<file path="src/dmrc_defs.svh">
// Constants for the mode register, calibration and refresh block
`ifndef DMRC_DEFS_SVH
`define DMRC_DEFS_SVH
// Mode register addresses
`define DMRC_MA_REPAIR     6'h19
`define DMRC_MA_TEST_A     6'h1e
`define DMRC_MA_CAL_FIRST  6'h20
`define DMRC_MA_RSVD_LO    6'h21
`define DMRC_MA_RSVD_HI    6'h26
`define DMRC_MA_TEST_B     6'h27
`define DMRC_MA_CAL_SECOND 6'h28
// Reset values and calibration operand
`define DMRC_CAL_FIRST_RST  8'h5a
`define DMRC_CAL_SECOND_RST 8'h3c
`define DMRC_OP_RD_CAL      7'h23
`define DMRC_CAL_BITS       5'h10
// Timing in its own units and derived cycle counts
`define DMRC_CLK_NS      40
`define DMRC_REFI_NS     3904
`define DMRC_REFIPB_NS   488
`define DMRC_RFCAB_LO_NS 130
`define DMRC_RFCAB_HI_NS 180
`define DMRC_RFCPB_LO_NS 60
`define DMRC_RFCPB_HI_NS 90
`define DMRC_REF_PER_WIN 8192
`define DMRC_DN(ns) ((ns) / `DMRC_CLK_NS)
`define DMRC_UP(ns) (((ns) + `DMRC_CLK_NS - 1) / `DMRC_CLK_NS)
`define DMRC_MR_GAP 5'h02
// Wishbone register byte offsets
`define DMRC_WB_CTRL   5'h00
`define DMRC_WB_CMD    5'h04
`define DMRC_WB_STAT   5'h08
`define DMRC_WB_CAL    5'h0c
`define DMRC_WB_REFCNT 5'h10
// Control fields
`define DMRC_CTRL_EN  0
`define DMRC_CTRL_PB  1
`define DMRC_CTRL_RT  3:2
`define DMRC_CTRL_HD  4
// Command fields
`define DMRC_CMD_CODE 2:0
`define DMRC_CMD_CH   3
`define DMRC_CMD_BANK 6:4
`define DMRC_CMD_MA   13:8
`define DMRC_CMD_OP   23:16
// Status fields
`define DMRC_STAT_BUSY 0
`define DMRC_STAT_ERR  1
`endif

</file>
<file path="src/dmrc_pkg.sv">
// Types shared by both ends of the link
package dmrc_pkg;
  typedef enum logic [2:0] {
    CMD_NONE     = 3'h0,
    CMD_MR_WRITE = 3'h1,
    CMD_MR_READ  = 3'h2,
    CMD_MULTI    = 3'h3,
    CMD_REF_ALL  = 3'h4,
    CMD_REF_BANK = 3'h5,
    CMD_SR_ENTER = 3'h6,
    CMD_SR_EXIT  = 3'h7
  } dmrc_cmd_e;
  typedef enum logic [1:0] {
    DEV_IDLE  = 2'b01,
    DEV_CALIB = 2'b10
  } dmrc_dev_state_e;
  typedef logic [7:0] dmrc_byte_t;
endpackage : dmrc_pkg

</file>
<file path="src/dmrc_link_if.sv">
// Command and data link between controller and device
`timescale 1ns/1ps
interface dmrc_link_if;
  import dmrc_pkg::*;
  logic        cmd_valid;
  dmrc_cmd_e   cmd_code;
  logic        cmd_ch;
  logic [2:0]  cmd_bank;
  logic [5:0]  cmd_ma;
  dmrc_byte_t  cmd_op;
  logic [15:0] dq_out;
  logic        dq_oe;
  logic [1:0]  mil_out;
  logic        mil_oe;
  logic        rd_valid;
  modport ctrl (
    output cmd_valid, cmd_code, cmd_ch, cmd_bank, cmd_ma, cmd_op,
    input  dq_out, dq_oe, mil_out, mil_oe, rd_valid
  );
  modport dev (
    input  cmd_valid, cmd_code, cmd_ch, cmd_bank, cmd_ma, cmd_op,
    output dq_out, dq_oe, mil_out, mil_oe, rd_valid
  );
endinterface : dmrc_link_if

</file>
<file path="src/dmrc_ctrl.sv">
// Controller end: Wishbone registers, command issue, refresh scheduling
//
// The Wishbone interface to the registers was decided locally.
`timescale 1ns/1ps
`include "dmrc_defs.svh"
module dmrc_ctrl
  import dmrc_pkg::*;
#(
  parameter int NUM_CH  = 2,
  parameter int REFI    = `DMRC_DN(`DMRC_REFI_NS),
  parameter int REFIPB  = `DMRC_DN(`DMRC_REFIPB_NS)
)
(
  input  wire logic        MCLK,
  input  wire logic        RST,
  input  wire logic        CYC_I,
  input  wire logic        STB_I,
  input  wire logic        WE_I,
  input  wire logic [4:0]  ADR_I,
  input  wire logic [3:0]  SEL_I,
  input  wire logic [31:0] DAT_I,
  output logic      [31:0] DAT_O,
  output logic             ACK_O,
  dmrc_link_if.ctrl        LINK
);

  if ((NUM_CH != 2) || (REFI < 4) || (REFI > 255) || (REFIPB < 4) || (REFIPB > REFI))
  begin : g_chk
    $error("dmrc_ctrl: unsupported parameter values");
  end

  localparam logic [7:0] REFI_C   = 8'(REFI);
  localparam logic [7:0] REFIPB_C = 8'(REFIPB);
  localparam logic [2:0] RFCAB_LO = 3'(`DMRC_UP(`DMRC_RFCAB_LO_NS));
  localparam logic [2:0] RFCAB_HI = 3'(`DMRC_UP(`DMRC_RFCAB_HI_NS));
  localparam logic [2:0] RFCPB_LO = 3'(`DMRC_UP(`DMRC_RFCPB_LO_NS));
  localparam logic [2:0] RFCPB_HI = 3'(`DMRC_UP(`DMRC_RFCPB_HI_NS));
  localparam logic [12:0] REF_WRAP = 13'(`DMRC_REF_PER_WIN - 1);

  // Refresh cycle time for the refresh kind and density
  function automatic logic [2:0] rfc_of(input logic pb, input logic hd);
    if (pb)
    begin
      rfc_of = hd ? RFCPB_HI : RFCPB_LO;
    end
    else
    begin
      rfc_of = hd ? RFCAB_HI : RFCAB_LO;
    end
  endfunction : rfc_of

  logic [4:0]  ctrl;
  logic        pend;
  logic [23:0] pend_cmd;
  logic        err;
  dmrc_byte_t  mr_data;
  logic [15:0] cal_dq;
  logic [15:0] cal_mil;
  logic [4:0]  gap;
  logic [4:0]  cap;
  logic        wb_wr;
  logic        wr_ok;
  logic        bad_cmd;
  logic        issue_ref;
  logic        issue_sw;
  logic        sel_ch;
  dmrc_cmd_e   pcode;
  logic        pch;
  logic [NUM_CH-1:0] due;
  logic [NUM_CH-1:0] extra;
  logic [NUM_CH-1:0] in_sr;
  logic [NUM_CH-1:0] rfc_busy;
  logic [NUM_CH-1:0] ref_req;
  logic [2:0]        bank_ptr [NUM_CH];
  logic [12:0]       ref_cnt  [NUM_CH];

  assign pcode = dmrc_cmd_e'(pend_cmd[`DMRC_CMD_CODE]);
  assign pch   = pend_cmd[`DMRC_CMD_CH];
  assign wb_wr = CYC_I && STB_I && WE_I && ACK_O && (SEL_I == 4'hf);
  assign wr_ok = wb_wr && (ADR_I == `DMRC_WB_CMD);
  // Mode register access to the reserved range is refused
  assign bad_cmd = ((DAT_I[`DMRC_CMD_CODE] == CMD_MR_WRITE) || (DAT_I[`DMRC_CMD_CODE] == CMD_MR_READ))
                   && (DAT_I[`DMRC_CMD_MA] >= `DMRC_MA_RSVD_LO)
                   && (DAT_I[`DMRC_CMD_MA] <= `DMRC_MA_RSVD_HI);

  // Arbiter: refresh first, lowest channel first, then software
  always_comb
  begin
    issue_ref = 1'b0;
    sel_ch    = 1'b0;
    issue_sw  = 1'b0;
    for (int c = NUM_CH - 1; c >= 0; c--)
    begin
      if (ref_req[c] && (gap == 5'h00))
      begin
        issue_ref = 1'b1;
        sel_ch    = c[0];
      end
    end
    if (!issue_ref && pend && (gap == 5'h00) && !rfc_busy[pch]
        && !((pcode == CMD_SR_ENTER) && extra[pch]))
    begin
      issue_sw = 1'b1;
    end
  end

  // Link command register
  always_ff @(posedge MCLK)
  begin
    if (RST)
    begin
      LINK.cmd_valid <= 1'b0;
      LINK.cmd_code  <= CMD_NONE;
      LINK.cmd_ch    <= 1'b0;
      LINK.cmd_bank  <= 3'h0;
      LINK.cmd_ma    <= 6'h00;
      LINK.cmd_op    <= 8'h00;
    end
    else
    begin
      LINK.cmd_valid <= issue_ref || issue_sw;
      LINK.cmd_code  <= issue_ref ? (ctrl[`DMRC_CTRL_PB] ? CMD_REF_BANK : CMD_REF_ALL)
                                  : (issue_sw ? pcode : CMD_NONE);
      LINK.cmd_ch    <= issue_ref ? sel_ch : pch;
      LINK.cmd_bank  <= issue_ref ? bank_ptr[sel_ch] : pend_cmd[`DMRC_CMD_BANK];
      LINK.cmd_ma    <= pend_cmd[`DMRC_CMD_MA];
      LINK.cmd_op    <= pend_cmd[`DMRC_CMD_OP];
    end
  end

  // Spacing after mode register access and calibration
  always_ff @(posedge MCLK)
  begin
    if (RST)
    begin
      gap <= 5'h00;
    end
    else if (issue_sw && (pcode == CMD_MULTI))
    begin
      gap <= `DMRC_CAL_BITS + 5'h01;
    end
    else if (issue_sw && ((pcode == CMD_MR_WRITE) || (pcode == CMD_MR_READ)))
    begin
      gap <= `DMRC_MR_GAP;
    end
    else if (gap != 5'h00)
    begin
      gap <= gap - 5'h01;
    end
  end

  // Software registers; error set wins over its clear
  always_ff @(posedge MCLK)
  begin
    if (RST)
    begin
      ctrl     <= 5'h00;
      pend     <= 1'b0;
      pend_cmd <= 24'h000000;
      err      <= 1'b0;
    end
    else
    begin
      if (wb_wr && (ADR_I == `DMRC_WB_CTRL))
      begin
        ctrl <= DAT_I[4:0];
      end
      if (wr_ok && !pend && !bad_cmd)
      begin
        pend     <= 1'b1;
        pend_cmd <= DAT_I[23:0];
      end
      else if (issue_sw)
      begin
        pend <= 1'b0;
      end
      if (wr_ok && (pend || bad_cmd))
      begin
        err <= 1'b1;
      end
      else if (wb_wr && (ADR_I == `DMRC_WB_STAT) && DAT_I[`DMRC_STAT_ERR])
      begin
        err <= 1'b0;
      end
    end
  end

  // Read data and calibration capture, low bit first
  always_ff @(posedge MCLK)
  begin
    if (RST)
    begin
      mr_data <= 8'h00;
      cal_dq  <= 16'h0000;
      cal_mil <= 16'h0000;
      cap     <= 5'h00;
    end
    else
    begin
      if (LINK.rd_valid)
      begin
        mr_data <= LINK.dq_out[7:0];
      end
      if (issue_sw && (pcode == CMD_MULTI))
      begin
        cap <= `DMRC_CAL_BITS;
      end
      else if ((cap != 5'h00) && LINK.dq_oe)
      begin
        cap     <= cap - 5'h01;
        cal_dq  <= {LINK.dq_out[0], cal_dq[15:1]};
        cal_mil <= {LINK.mil_oe & LINK.mil_out[0], cal_mil[15:1]};
      end
    end
  end

  // Per-channel refresh schedulers, own timers and state, sharing the control bits and one issue slot
  for (genvar c = 0; c < NUM_CH; c++)
  begin : g_ch
    logic [7:0] ivl;
    logic [2:0] rfc;
    logic       mine;
    logic       refd;
    assign mine = (LINK.cmd_valid && (LINK.cmd_ch == 1'(c)));
    assign refd = mine && ((LINK.cmd_code == CMD_REF_ALL) || (LINK.cmd_code == CMD_REF_BANK));
    assign rfc_busy[c] = (rfc != 3'h0) || refd;
    assign ref_req[c]  = ctrl[`DMRC_CTRL_EN] && (due[c] || extra[c])
                         && !in_sr[c] && !rfc_busy[c];

    // Interval timer; reloads one short so the period is exact
    always_ff @(posedge MCLK)
    begin
      if (RST)
      begin
        ivl    <= 8'h00;
        due[c] <= 1'b0;
      end
      else
      begin
        if (ivl == 8'h00)
        begin
          ivl <= ((ctrl[`DMRC_CTRL_PB] ? REFIPB_C : REFI_C) >> ctrl[`DMRC_CTRL_RT]) - 8'h01;
        end
        else
        begin
          ivl <= ivl - 8'h01;
        end
        if ((ivl == 8'h00) && !in_sr[c])
        begin
          due[c] <= 1'b1;
        end
        else if (refd || in_sr[c])
        begin
          due[c] <= 1'b0;
        end
      end
    end

    // Refresh cycle timer, self refresh state, counters
    always_ff @(posedge MCLK)
    begin
      if (RST)
      begin
        rfc         <= 3'h0;
        extra[c]    <= 1'b0;
        in_sr[c]    <= 1'b0;
        bank_ptr[c] <= 3'h0;
        ref_cnt[c]  <= 13'h0000;
      end
      else
      begin
        if (refd)
        begin
          rfc         <= rfc_of(LINK.cmd_code == CMD_REF_BANK, ctrl[`DMRC_CTRL_HD]) - 3'h1;
          extra[c]    <= 1'b0;
          bank_ptr[c] <= bank_ptr[c] + 3'h1;
          ref_cnt[c]  <= (ref_cnt[c] == REF_WRAP) ? 13'h0000 : ref_cnt[c] + 13'h0001;
        end
        else if (rfc != 3'h0)
        begin
          rfc <= rfc - 3'h1;
        end
        if (mine && (LINK.cmd_code == CMD_SR_EXIT))
        begin
          extra[c] <= 1'b1;
          in_sr[c] <= 1'b0;
        end
        else if (mine && (LINK.cmd_code == CMD_SR_ENTER))
        begin
          in_sr[c] <= 1'b1;
        end
      end
    end
  end

  // Wishbone classic slave: ack one cycle after request
  always_ff @(posedge MCLK)
  begin
    if (RST)
    begin
      ACK_O <= 1'b0;
      DAT_O <= 32'h00000000;
    end
    else
    begin
      ACK_O <= CYC_I && STB_I && !ACK_O;
      if (CYC_I && STB_I && !ACK_O)
      begin
        case (ADR_I)
          `DMRC_WB_CTRL:   DAT_O <= {27'h0, ctrl};
          `DMRC_WB_CMD:    DAT_O <= {8'h00, pend_cmd};
          `DMRC_WB_STAT:   DAT_O <= {12'h000, in_sr, extra, mr_data, 6'h00, err, pend};
          `DMRC_WB_CAL:    DAT_O <= {cal_mil, cal_dq};
          `DMRC_WB_REFCNT: DAT_O <= {3'h0, ref_cnt[1], 3'h0, ref_cnt[0]};
          default:         DAT_O <= 32'h00000000;
        endcase
      end
    end
  end

endmodule : dmrc_ctrl

</file>
<file path="src/flat_wrapper.sv">
// flat-port wrapper written by rule: the top's interface ports become plain ports
module dmrc_ctrl_flat import dmrc_pkg::*;
#(
  parameter int NUM_CH  = 2,
  parameter int REFI    = `DMRC_DN(`DMRC_REFI_NS),
  parameter int REFIPB  = `DMRC_DN(`DMRC_REFIPB_NS)
)
  (MCLK, RST, CYC_I, STB_I, WE_I, ADR_I, SEL_I, DAT_I, DAT_O, ACK_O, LINK_cmd_valid, LINK_cmd_code, LINK_cmd_ch, LINK_cmd_bank, LINK_cmd_ma, LINK_cmd_op, LINK_dq_out, LINK_dq_oe, LINK_mil_out, LINK_mil_oe, LINK_rd_valid);
  dmrc_link_if LINK_i ();
  input  wire logic MCLK;
  input  wire logic RST;
  input  wire logic CYC_I;
  input  wire logic STB_I;
  input  wire logic WE_I;
  input  wire logic [4:0] ADR_I;
  input  wire logic [3:0] SEL_I;
  input  wire logic [31:0] DAT_I;
  output logic      [31:0] DAT_O;
  output logic ACK_O;
  output wire logic [$bits(LINK_i.cmd_valid)-1:0] LINK_cmd_valid;
  output wire logic [$bits(LINK_i.cmd_code)-1:0] LINK_cmd_code;
  output wire logic [$bits(LINK_i.cmd_ch)-1:0] LINK_cmd_ch;
  output wire logic [$bits(LINK_i.cmd_bank)-1:0] LINK_cmd_bank;
  output wire logic [$bits(LINK_i.cmd_ma)-1:0] LINK_cmd_ma;
  output wire logic [$bits(LINK_i.cmd_op)-1:0] LINK_cmd_op;
  input wire logic [$bits(LINK_i.dq_out)-1:0] LINK_dq_out;
  input wire logic [$bits(LINK_i.dq_oe)-1:0] LINK_dq_oe;
  input wire logic [$bits(LINK_i.mil_out)-1:0] LINK_mil_out;
  input wire logic [$bits(LINK_i.mil_oe)-1:0] LINK_mil_oe;
  input wire logic [$bits(LINK_i.rd_valid)-1:0] LINK_rd_valid;
  assign LINK_cmd_valid = LINK_i.cmd_valid;
  assign LINK_cmd_code = LINK_i.cmd_code;
  assign LINK_cmd_ch = LINK_i.cmd_ch;
  assign LINK_cmd_bank = LINK_i.cmd_bank;
  assign LINK_cmd_ma = LINK_i.cmd_ma;
  assign LINK_cmd_op = LINK_i.cmd_op;
  assign LINK_i.dq_out = LINK_dq_out;
  assign LINK_i.dq_oe = LINK_dq_oe;
  assign LINK_i.mil_out = LINK_mil_out;
  assign LINK_i.mil_oe = LINK_mil_oe;
  assign LINK_i.rd_valid = LINK_rd_valid;
  dmrc_ctrl #(.NUM_CH(NUM_CH), .REFI(REFI), .REFIPB(REFIPB)) u_core (.MCLK(MCLK), .RST(RST), .CYC_I(CYC_I), .STB_I(STB_I), .WE_I(WE_I), .ADR_I(ADR_I), .SEL_I(SEL_I), .DAT_I(DAT_I), .DAT_O(DAT_O), .ACK_O(ACK_O), .LINK(LINK_i));
endmodule
</file>
<file path="config.mk">
export PLATFORM = sky130hd
export DESIGN_NAME = dmrc_ctrl_flat
export DESIGN_NICKNAME = d
export VERILOG_FILES = /design/src/dmrc_pkg.sv /design/src/dmrc_link_if.sv /design/src/dmrc_ctrl.sv /design/src/flat_wrapper.sv
export VERILOG_INCLUDE_DIRS = /design/src
export SDC_FILE = /design/constraint.sdc
export NUM_CORES = 1
export LEC_CHECK = 0
export ABC_AREA = 1
export BUFFER_PORTS_ARGS = -buffer_cell sky130_fd_sc_hd__clkbuf_2
export CORE_UTILIZATION = 55
export CTS_BUF_LIST = sky130_fd_sc_hd__clkbuf_2 sky130_fd_sc_hd__clkbuf_4 sky130_fd_sc_hd__clkbuf_8
export DETAILED_ROUTE_END_ITERATION = 8
export MAX_ROUTING_LAYER = met4
export PLACE_DENSITY = 0.87
export SYNTH_ARGS = -nofsm -noshare
export SYNTH_HDL_FRONTEND = slang
export SYNTH_SLANG_ARGS = --single-unit
</file>
<file path="constraint.sdc">
create_clock -name MCLK -period 2.85 [get_ports MCLK]
set_input_delay 0.1425 -clock MCLK [delete_from_list [all_inputs] [get_ports MCLK]]
set_output_delay 0.1425 -clock MCLK [all_outputs]
set_load 0.005 [all_outputs]
</file>
==> impl_metrics.yaml, run 1 <==
global_routing:
  grt_pass1_wl_mm: 36.8
  grt_util_met1_pct: 33.4
  grtUsageTotal_pct: 29.0
  grt_pass1_vias: 7931
  grt_busiest_layer: "met2"
  use_met2_pct: 47.4
  gr-total-overflow: 0
  grt_util_met3_pct: 6.28
  antenna_found_initial: 1
  grt_max_degree: 85
setup_path:
  rr_startpoint: "u_core.gap[0]"
  cp-start-kind: "flop"
  crit_path_top_delay_cell: "buf_4"
  cpMostUsedCell: "nor2_1"
  path_cells: "inv_1, ha_1, inv_1, nor2_1, nand2_1, nor2_1, nand2_4, nand2_4, nor2_4, nand2_2, buf_4, nand3b_1, nand2_1, nor2_1"
  r2r_cells: 14
  slowest_delay_ns: 0.37
  rr_endpoint: "u_core.cal_dq[12]"
  worstPathRequired_ns: 3.24
  arrival_ns: 2.73
  ff2ff_setup_slack_ns: 0.51
  crit_family: "simple AND/OR/NAND/NOR gates"
  worstPathBufferInverterCount: 3
  path_class: "reg2reg"
  endpoint_kind: "flop"
  crit_fanout: 36
yosys:
  seq_area_frac_synth_pct: 47.3
  synth_edf_count: 32
  syn_nets: 1242
  syn_inst: 1157
  avgSynthCellArea_sq_um: 7.75
  syn_area_sq_um: 8970
  synth-seq-cells: 196
  synthFlopType: "dfxtp_1"
  ys_async_sr_fraction_pct: 0
  ys_warn_count: 0
  synth_cell_types: 40
layout:
  num-fill-cells: 1246
  final_common_cell: "nand2_1"
  syn_to_final_growth_pct: 16.1
  ff_latch_area_sq_um: 4240
  multi_input_area_sq_um: 3880
  stdcell_count: 1510
  layout_common_cells: "nand2_1, dfxtp_1, inv_1"
  nets: 1365
  layout-drive-gt1-share_pct: 14.9
floorplanning:
  rows: 46
  pin_count: 122
  die_y_um: 130
  start_util_pct: 56.4
  die-area_sq_um: 16800
  die_x_um: 130
  fp.coreArea_sq_um: 15900
sta:
  fmax_mhz: 427
  worst_slew_pin_slew_ns: 1.02
  timing_hold_violations_final: 0
  timing.final.crit_share_pct: 82.2
  slew_headroom_pct: 32.2
  fin_ws_ns: 0.507
  grt_setup_unrepaired: "no"
  drv_slew: 0
  setup_viol: 0
  fin_worst_skew_ns: 0.0134
  finalSetupTns_ns: 0
  period_needed_ns: 2.34
pwr:
  leakagePower_uw: 0.00437
  power.switching_fraction_pct: 34.1
  power_frac_seq_pct: 47.1
  totalPowerFinal_uw: 7470
  clkPwrFrac_pct: 24.5
  p_int_uw: 4920
  power.density_nw_per_um2: 718
  netSwitchingPower_uw: 2550
  power_frac_comb_pct: 28.4
  ir_worst_vdd_uv: 372
drt:
  ant_nets: 0
  wl_mm: 23.3
  dr.first_iter.drc_count: 873
  drt-vias-per-instance: 5.55
  wl_per_cell_um: 15.5
  via_count: 8384
  drt_first_pass_iters: 8
  drc: 0
placement:
  placedCellCount: 1441
  post-dp-hpwl_mm: 15.5
  dp_worst_setup_slack_ns: 0.581
  port_buffers: 104
  place_congestion: 0.935
run:
  drv_cap: 0
cts:
  clkLatencyLatePin_ns: 0.49
  cts_root_buffer: "clkbuf_8"
  clock_sinks: 196
  htree_levels: 4
  clkSlewWorstSetupHoldPaths_ns: 0.10
  numCtsBuffers: 17
  clockBufferDepth: 2
  cts_tree: "built"
min_path:
  min_path_type: "in2reg"
  whs_path_depth: 3
  min_from: "DAT_I[0]"
  holdPathEnd: "u_core.ctrl[0]"
run_status:
  outcome: "finished, final reports clean"
stage by stage:
step	cell area [sq um]	util (%)	hold WS, ns
6_report	10400	65.5	0.00207
5_1_grt	10400	65.5	0.0116
4_1_cts	10400	65.5	0.000480
3_5_place_dp	9640	60.7	0.382
3_3_place_gp	9640	60.7	0.383
2_1_floorplan	8970	-	0.237
routing by layer:
metal	share of wire, %	vias to the layer above	wire length (um)
met3	7.8	87	1820
met1	40	3857	9290
met5	0	-	0
li1	-	4041	-
met4	3.6	0	839
met2	49	399	11400
flip-flops by register name, summed over array words and instances (netlist names), 2 cells and up:
signal,count
u_core.DAT_O,32
u_core.ref_cnt,26
u_core.pend_cmd,24
u_core.cal_dq,16
u_core.cal_mil,16
u_core.g_ch.ivl,16
u_core.LINK.cmd_op,8
u_core.mr_data,8
u_core.LINK.cmd_ma,6
u_core.bank_ptr,6
u_core.g_ch.rfc,6
u_core.cap,5
u_core.ctrl,5
u_core.gap,5
u_core.LINK.cmd_bank,3
u_core.LINK.cmd_code,3
u_core.due,2
u_core.extra,2
u_core.in_sr,2
final cells by class:
class | instances | share of cell area (%)
Antenna cell | 1 | 0.0240
Tap cell | 216 | 2.60
Multi-Input combinational cell | 750 | 37.2
Clock inverter | 14 | 1.45
Sequential cell | 196 | 40.8
Clock buffer | 18 | 2.38
Inverter | 158 | 5.70
Timing Repair Buffer | 157 | 9.81
worst max-delay path by stage:
stage | start | end | slack, ns | cells past startpoint
4_1_cts | u_core.gap[0] | u_core.gap[3] | 0.58 | 13
5_1_grt | u_core.gap[0] | u_core.cal_dq[12] | 0.28 | 14
3_3_place_gp | u_core.gap[0] | u_core.gap[3] | 0.70 | 13
2_1_floorplan | u_core.ref_cnt[1][0] | u_core.ref_cnt[1][11] | 1.03 | 9
3_5_place_dp | u_core.ref_cnt[1][0] | u_core.ref_cnt[1][3] | 0.58 | 9
6_report | u_core.gap[0] | u_core.cal_dq[12] | 0.51 | 14
power groups by stage:
stage	registers (uW)	clock network (uW)	logic, uW
after detailed placement	3560	0	2030
after floorplan	3510	0	1660
after global routing	3560	1940	2410
final	3520	1830	2120
after global placement	3550	0	1940
after CTS	3510	1830	2100
cells in the mapped netlist, drive strengths merged, types with 2 or more instances:
master / number / area, sq um
xnor2: 10 / 87.6
xor2: 17 / 149
o31ai: 2 / 15.0
inv: 157 / 589
nand4: 7 / 43.8
a211oi: 4 / 30.0
o221ai: 7 / 61.3
o211ai: 4 / 30.0
or2: 3 / 18.8
nor3: 15 / 75.1
nand2: 190 / 751
a31oi: 6 / 37.5
nand3: 60 / 390
edfxtp: 32 / 961
o22ai: 28 / 175
ha: 18 / 225
o21ai: 94 / 470
a21oi: 131 / 656
dfxtp: 164 / 3280
clkbuf: 31 / 116
buf: 22 / 140
nand3b: 8 / 60.1
nor2: 139 / 542
tightest hold or removal path: cells and delay by family:
| family | cells | cell delay, ns |
|---|---|---|
| buffers and inverters | 1 | 0.12 |
| AO/OA/AOI/OAI | 2 | 0.20 |
repair_timing:
| action | 4_1_cts | 5_1_grt |
|---|---|---|
| resized for setup | 0 | 0 |
| hold buffers | 36 | 0 |
| setup buffers | 0 | 0 |
| hold endpoints to repair | 34 | 0 |
kinds of logic after synthesis:
| logic type | after synthesis | share of synthesized area [%] |
|---|---|---|
| mux | 1 | 0.112 |
| simple gates | 425 | 21.2 |
| buf+inv | 211 | 9.48 |
| compound gates | 279 | 16.7 |
| flops | 196 | 47.3 |
| fa+ha+maj | 18 | 2.51 |
| xor+xnor | 27 | 2.64 |
No activity file was read; power rests on OpenSTA's default activity.
==> inputs of run 2 (changes only) <==
- clock period: 2.85 -> 2.4 ns (I/O delays scaled with it)
==> impl_metrics.yaml, run 2 (same netlist as run 1, synthesis figures left out) <==
placement:
  place_congestion: 0.925
  port_buffers: 104
  post_dp_cell_area_sq_um: 9660
  post-dp-hpwl_mm: 15.4
pwr:
  power.density_nw_per_um2: 873
  netSwitchingPower_uw: 3120
  power.switching_fraction_pct: 33.9
  clkPwrFrac_pct: 26.2
  power_frac_comb_pct: 28.1
  power_frac_seq_pct: 45.7
  p_int_uw: 6070
  leakagePower_uw: 0.00444
  ir_worst_vdd_uv: 475
floorplanning:
  fp.coreArea_sq_um: 15900
  start_util_pct: 56.4
  die_y_um: 130
  pin_count: 122
  rows: 46
  die-area_sq_um: 16800
  die_x_um: 130
min_path:
  min_path_type: "in2reg"
  whs_path_depth: 3
drt:
  wl_per_cell_um: 16.5
  ant_nets: 0
  drt-vias-per-instance: 5.73
  dr.first_iter.drc_count: 1119
  drc: 0
  via_count: 8671
  wl_mm: 25.0
  drt_first_pass_iters: 8
layout:
  largest_reg_flops: 32
  multi_input_area_sq_um: 3880
  layout-drive-gt1-share_pct: 15.2
  top_register: "u_core.DAT_O"
  fin_area_sq_um: 10500
  final_common_cell: "nand2_1"
  ff_latch_area_sq_um: 4240
  num-fill-cells: 1200
  nets: 1369
  reg_top3: "u_core.DAT_O x32, u_core.ref_cnt x26, u_core.pend_cmd x24"
  syn_to_final_growth_pct: 17.5
  layout_common_cells: "nand2_1, dfxtp_1, inv_1"
sta:
  worst_slew_pin_slew_ns: 0.849
  setup_viol: 0
  timing.final.crit_share_pct: 92.0
  grt_setup_unrepaired: "no"
  drv_slew: 0
  fin_worst_skew_ns: 0.0188
  fmax_mhz: 453
  slew_headroom_pct: 43.2
  finalSetupTns_ns: 0
  timing_hold_violations_final: 0
  period_needed_ns: 2.21
setup_path:
  crit_fanout: 32
  path_class: "reg2reg"
  cp-start-kind: "flop"
  r2r_cells: 15
  arrival_ns: 2.63
  worstPathRequired_ns: 2.83
  endpoint_kind: "flop"
run:
  drv_cap: 0
global_routing:
  antenna_found_initial: 1
  grt_max_degree: 65
  grt_pass1_wl_mm: 38.4
  grt_pass1_vias: 7914
  gr-total-overflow: 0
  grtUsageTotal_pct: 30.5
run_status:
  outcome: "finished, final reports clean"
cts:
  numCtsBuffers: 17
  clkSlewWorstSetupHoldPaths_ns: 0.10
  cts_root_buffer: "clkbuf_8"
  postCtsSetupBuffers: 0
  clkLatencyLatePin_ns: 0.49
  cts_tree: "built"
  clock_sinks: 196
  htree_levels: 4
  clockBufferDepth: 2
## run 2: cell types whose count changed in the layout (fill, tap and decap cells not counted), sizes merged
cell / delta
bufinv: +2
clkbuf: +1
clkinv: +2
clkinvlp: -4
dlygate4sd3: +3
## run 2: what timing repair did
item                       4_1_cts  5_1_grt
hold buffers                    39        0
setup endpoints to repair        0       27
gates resized for setup          0        4
hold endpoints to repair        38        0
## run 2: cell type report
cell class                      instances  share of cell area, %
Clock inverter                         14                   1.88
Antenna cell                            1                 0.0238
Sequential cell                       196                   40.3
Multi-Input combinational cell        750                   36.9
Inverter                              158                   5.63
Timing Repair Buffer                  161                   10.4
Tap cell                              216                   2.57
Clock buffer                           18                   2.35
## run 2: stage by stage
stage          utilization (%)  setup slack [ns]  std cells  hold slack (ns)  power [uW]
2_1_floorplan                -             0.578       1157            0.214        6130
3_3_place_gp              60.8             0.318       1441            0.362        6520
3_5_place_dp              60.8             0.216       1441            0.361        6670
4_1_cts                   66.1             0.168       1512          0.00559        9070
5_1_grt                   66.3            0.0203       1514           0.0332        9690
6_report                  66.3             0.192       1514           0.0355        9190
## run 2: layer usage
metal / global-route usage (%) / vias up / wire length, um
met4: 17.6 / 0 / 1170
met3: 5.78 / 115 / 2070
met5: - / - / 0
li1: - / 4042 / -
met2: 49.3 / 508 / 12200
met1: 35.5 / 4006 / 9500
## run 2: critical path, cell delays in order, from the launching register on
cell and delay, ns:
dfxtp_1 0.32, inv_1 0.12, ha_1 0.17, inv_1 0.05
nor2_1 0.15, nand2_2 0.13, nor2_2 0.19, nand2_2 0.11
nand2_4 0.11, nor2_4 0.06, nand2_2 0.19, buf_12 0.24
nand2_1 0.10, nand2_1 0.07, nand2_1 0.04, nor2_1 0.09
## run 2: power groups by stage
stage | registers [uW] | clock network (uW) | logic (uW)
detailed placement | 4240 | 0 | 2430
floorplan | 4160 | 0 | 1970
CTS | 4170 | 2380 | 2520
global route | 4250 | 2530 | 2910
global placement | 4210 | 0 | 2310
finish | 4200 | 2410 | 2580
## run 2: worst paths after layout
path | end | from | slack, ns
worst max-delay path | u_core.cal_mil[15] | u_core.gap[0] | 0.19
worst max register to register | u_core.cal_mil[15] | u_core.gap[0] | 0.19
worst min-delay path | u_core.ctrl[0] | DAT_I[0] | 0.04
worst min register to register | u_core.g_ch[1].ivl[0] | u_core.g_ch[1].ivl[0] | 0.46
==> inputs of run 3 (changes only) <==
- BUFFER_PORTS_ARGS: -buffer_cell sky130_fd_sc_hd__clkbuf_2 -> -buffer_cell sky130_fd_sc_hd__buf_2
==> impl_metrics.yaml, run 3 (same netlist as run 1, synthesis figures left out) <==
drt:
  dr.first_iter.drc_count: 932
  ant_nets: 0
  via_count: 8532
  drc: 0
  wl_mm: 24.3
  drt_first_pass_iters: 6
  drt-vias-per-instance: 5.64
  wl_per_cell_um: 16.1
placement:
  place_congestion: 0.940
  post-dp-hpwl_mm: 15.4
  post_dp_cell_area_sq_um: 9700
  port_buffers: 104
sta:
  finalSetupTns_ns: 0
  setup_viol: 0
  grt_setup_unrepaired: "no"
  fin_worst_skew_ns: 0.0159
  timing_hold_violations_final: 0
  slew_headroom_pct: 46.4
  fmax_mhz: 457
  period_needed_ns: 2.19
  drv_slew: 0
  timing.final.crit_share_pct: 91.2
  hold_slack_ns: 0.0764
  worst_slew_pin_slew_ns: 0.803
cts:
  htree_levels: 4
  clkLatencyLatePin_ns: 0.48
  clockBufferDepth: 2
  postCtsSetupBuffers: 0
  cts_hold_buf: 39
  numCtsBuffers: 17
  cts_tree: "built"
  clkSlewWorstSetupHoldPaths_ns: 0.10
  cts-resized-gates: 0
  cts_root_buffer: "clkbuf_8"
  clock_sinks: 196
global_routing:
  gr-total-overflow: 0
  grt_pass1_wl_mm: 38.4
  antenna_found_initial: 0
  grt_pass1_vias: 8150
  grtUsageTotal_pct: 30.3
  grt_max_degree: 78
layout:
  top_register: "u_core.DAT_O"
  reg_top3: "u_core.DAT_O x32, u_core.ref_cnt x26, u_core.pend_cmd x24"
  fin_area_sq_um: 10500
  layout_common_cells: "nand2_1, dfxtp_1, inv_1"
  final_common_cell: "nand2_1"
  ff_latch_area_sq_um: 4240
  largest_reg_flops: 32
  syn_to_final_growth_pct: 16.7
  layout-drive-gt1-share_pct: 15.0
  num-fill-cells: 1221
  multi_input_area_sq_um: 3880
  antenna_cells: 0
  nets: 1370
setup_path:
  worstPathRequired_ns: 2.76
  endpoint_kind: "flop"
  path_class: "reg2reg"
  arrival_ns: 2.55
  cp-start-kind: "flop"
  crit_fanout: 23
run:
  drv_cap: 0
pwr:
  totalPowerFinal_uw: 8790
  power.density_nw_per_um2: 840
  leakagePower_uw: 0.00446
  ir_worst_vdd_uv: 476
run_status:
  outcome: "finished, final reports clean"
floorplanning:
  pin_count: 122
  die_x_um: 130
  die_y_um: 130
  rows: 46
  fp.coreArea_sq_um: 15900
  start_util_pct: 56.4
  die-area_sq_um: 16800
min_path:
  min_path_type: "in2reg"
==> run 3: routing by layer <==
layer / track usage, % / share of wire [%] / up-vias
li1: - / - / 4043
met1: 35.3 / 39 / 3906
met2: 47.8 / 47 / 453
met3: 6.23 / 7.8 / 130
met4: 19.4 / 5.5 / 0
met5: - / 0 / -
==> run 3: path summary, 6_finish.rpt <==
check / from / to / slack [ns] / cells after the start
max reg2reg: u_core.ACK_O / u_core.pend_cmd[20] / 0.21 / 8
min: RST / u_core.in_sr[1] / 0.08 / 4
min reg2reg: u_core.DAT_O[10] / u_core.DAT_O[10] / 0.47 / 2
max: u_core.ACK_O / u_core.pend_cmd[20] / 0.21 / 8
==> run 3: area by class of cell <==
class	count	area share, %
clock buffers	24	3.04
clock inverters	8	0.586
inverters	158	5.67
multi-input cells	750	37.0
flip-flops and latches	196	40.5
well taps	216	2.58
repair buffers	162	10.5
==> run 3: per-stage QoR <==
step | worst slack (ns) | utilization [%] | instances
floorplan | 0.578 | - | 1157
global placement | 0.375 | 61.0 | 1443
detailed placement | 0.348 | 61.0 | 1443
CTS | 0.302 | 65.9 | 1514
global route | 0.00701 | 65.9 | 1514
finish | 0.212 | 65.9 | 1514
==> run 3: critical path, cell delays in order (launching register included) <==
cell and delay, ns:
dfxtp_1 0.38, nand2_1 0.07, nor2_1 0.08, nand4_1 0.26, nor2_1 0.27, nand3_1 0.37, buf_4 0.35, o21ai_0 0.22
a21oi_1 0.07
==> run 3: power by group <==
group	switching, uW	internal (uW)
Sequential	304	3870
Combinational	1500	1020
Clock	1200	894
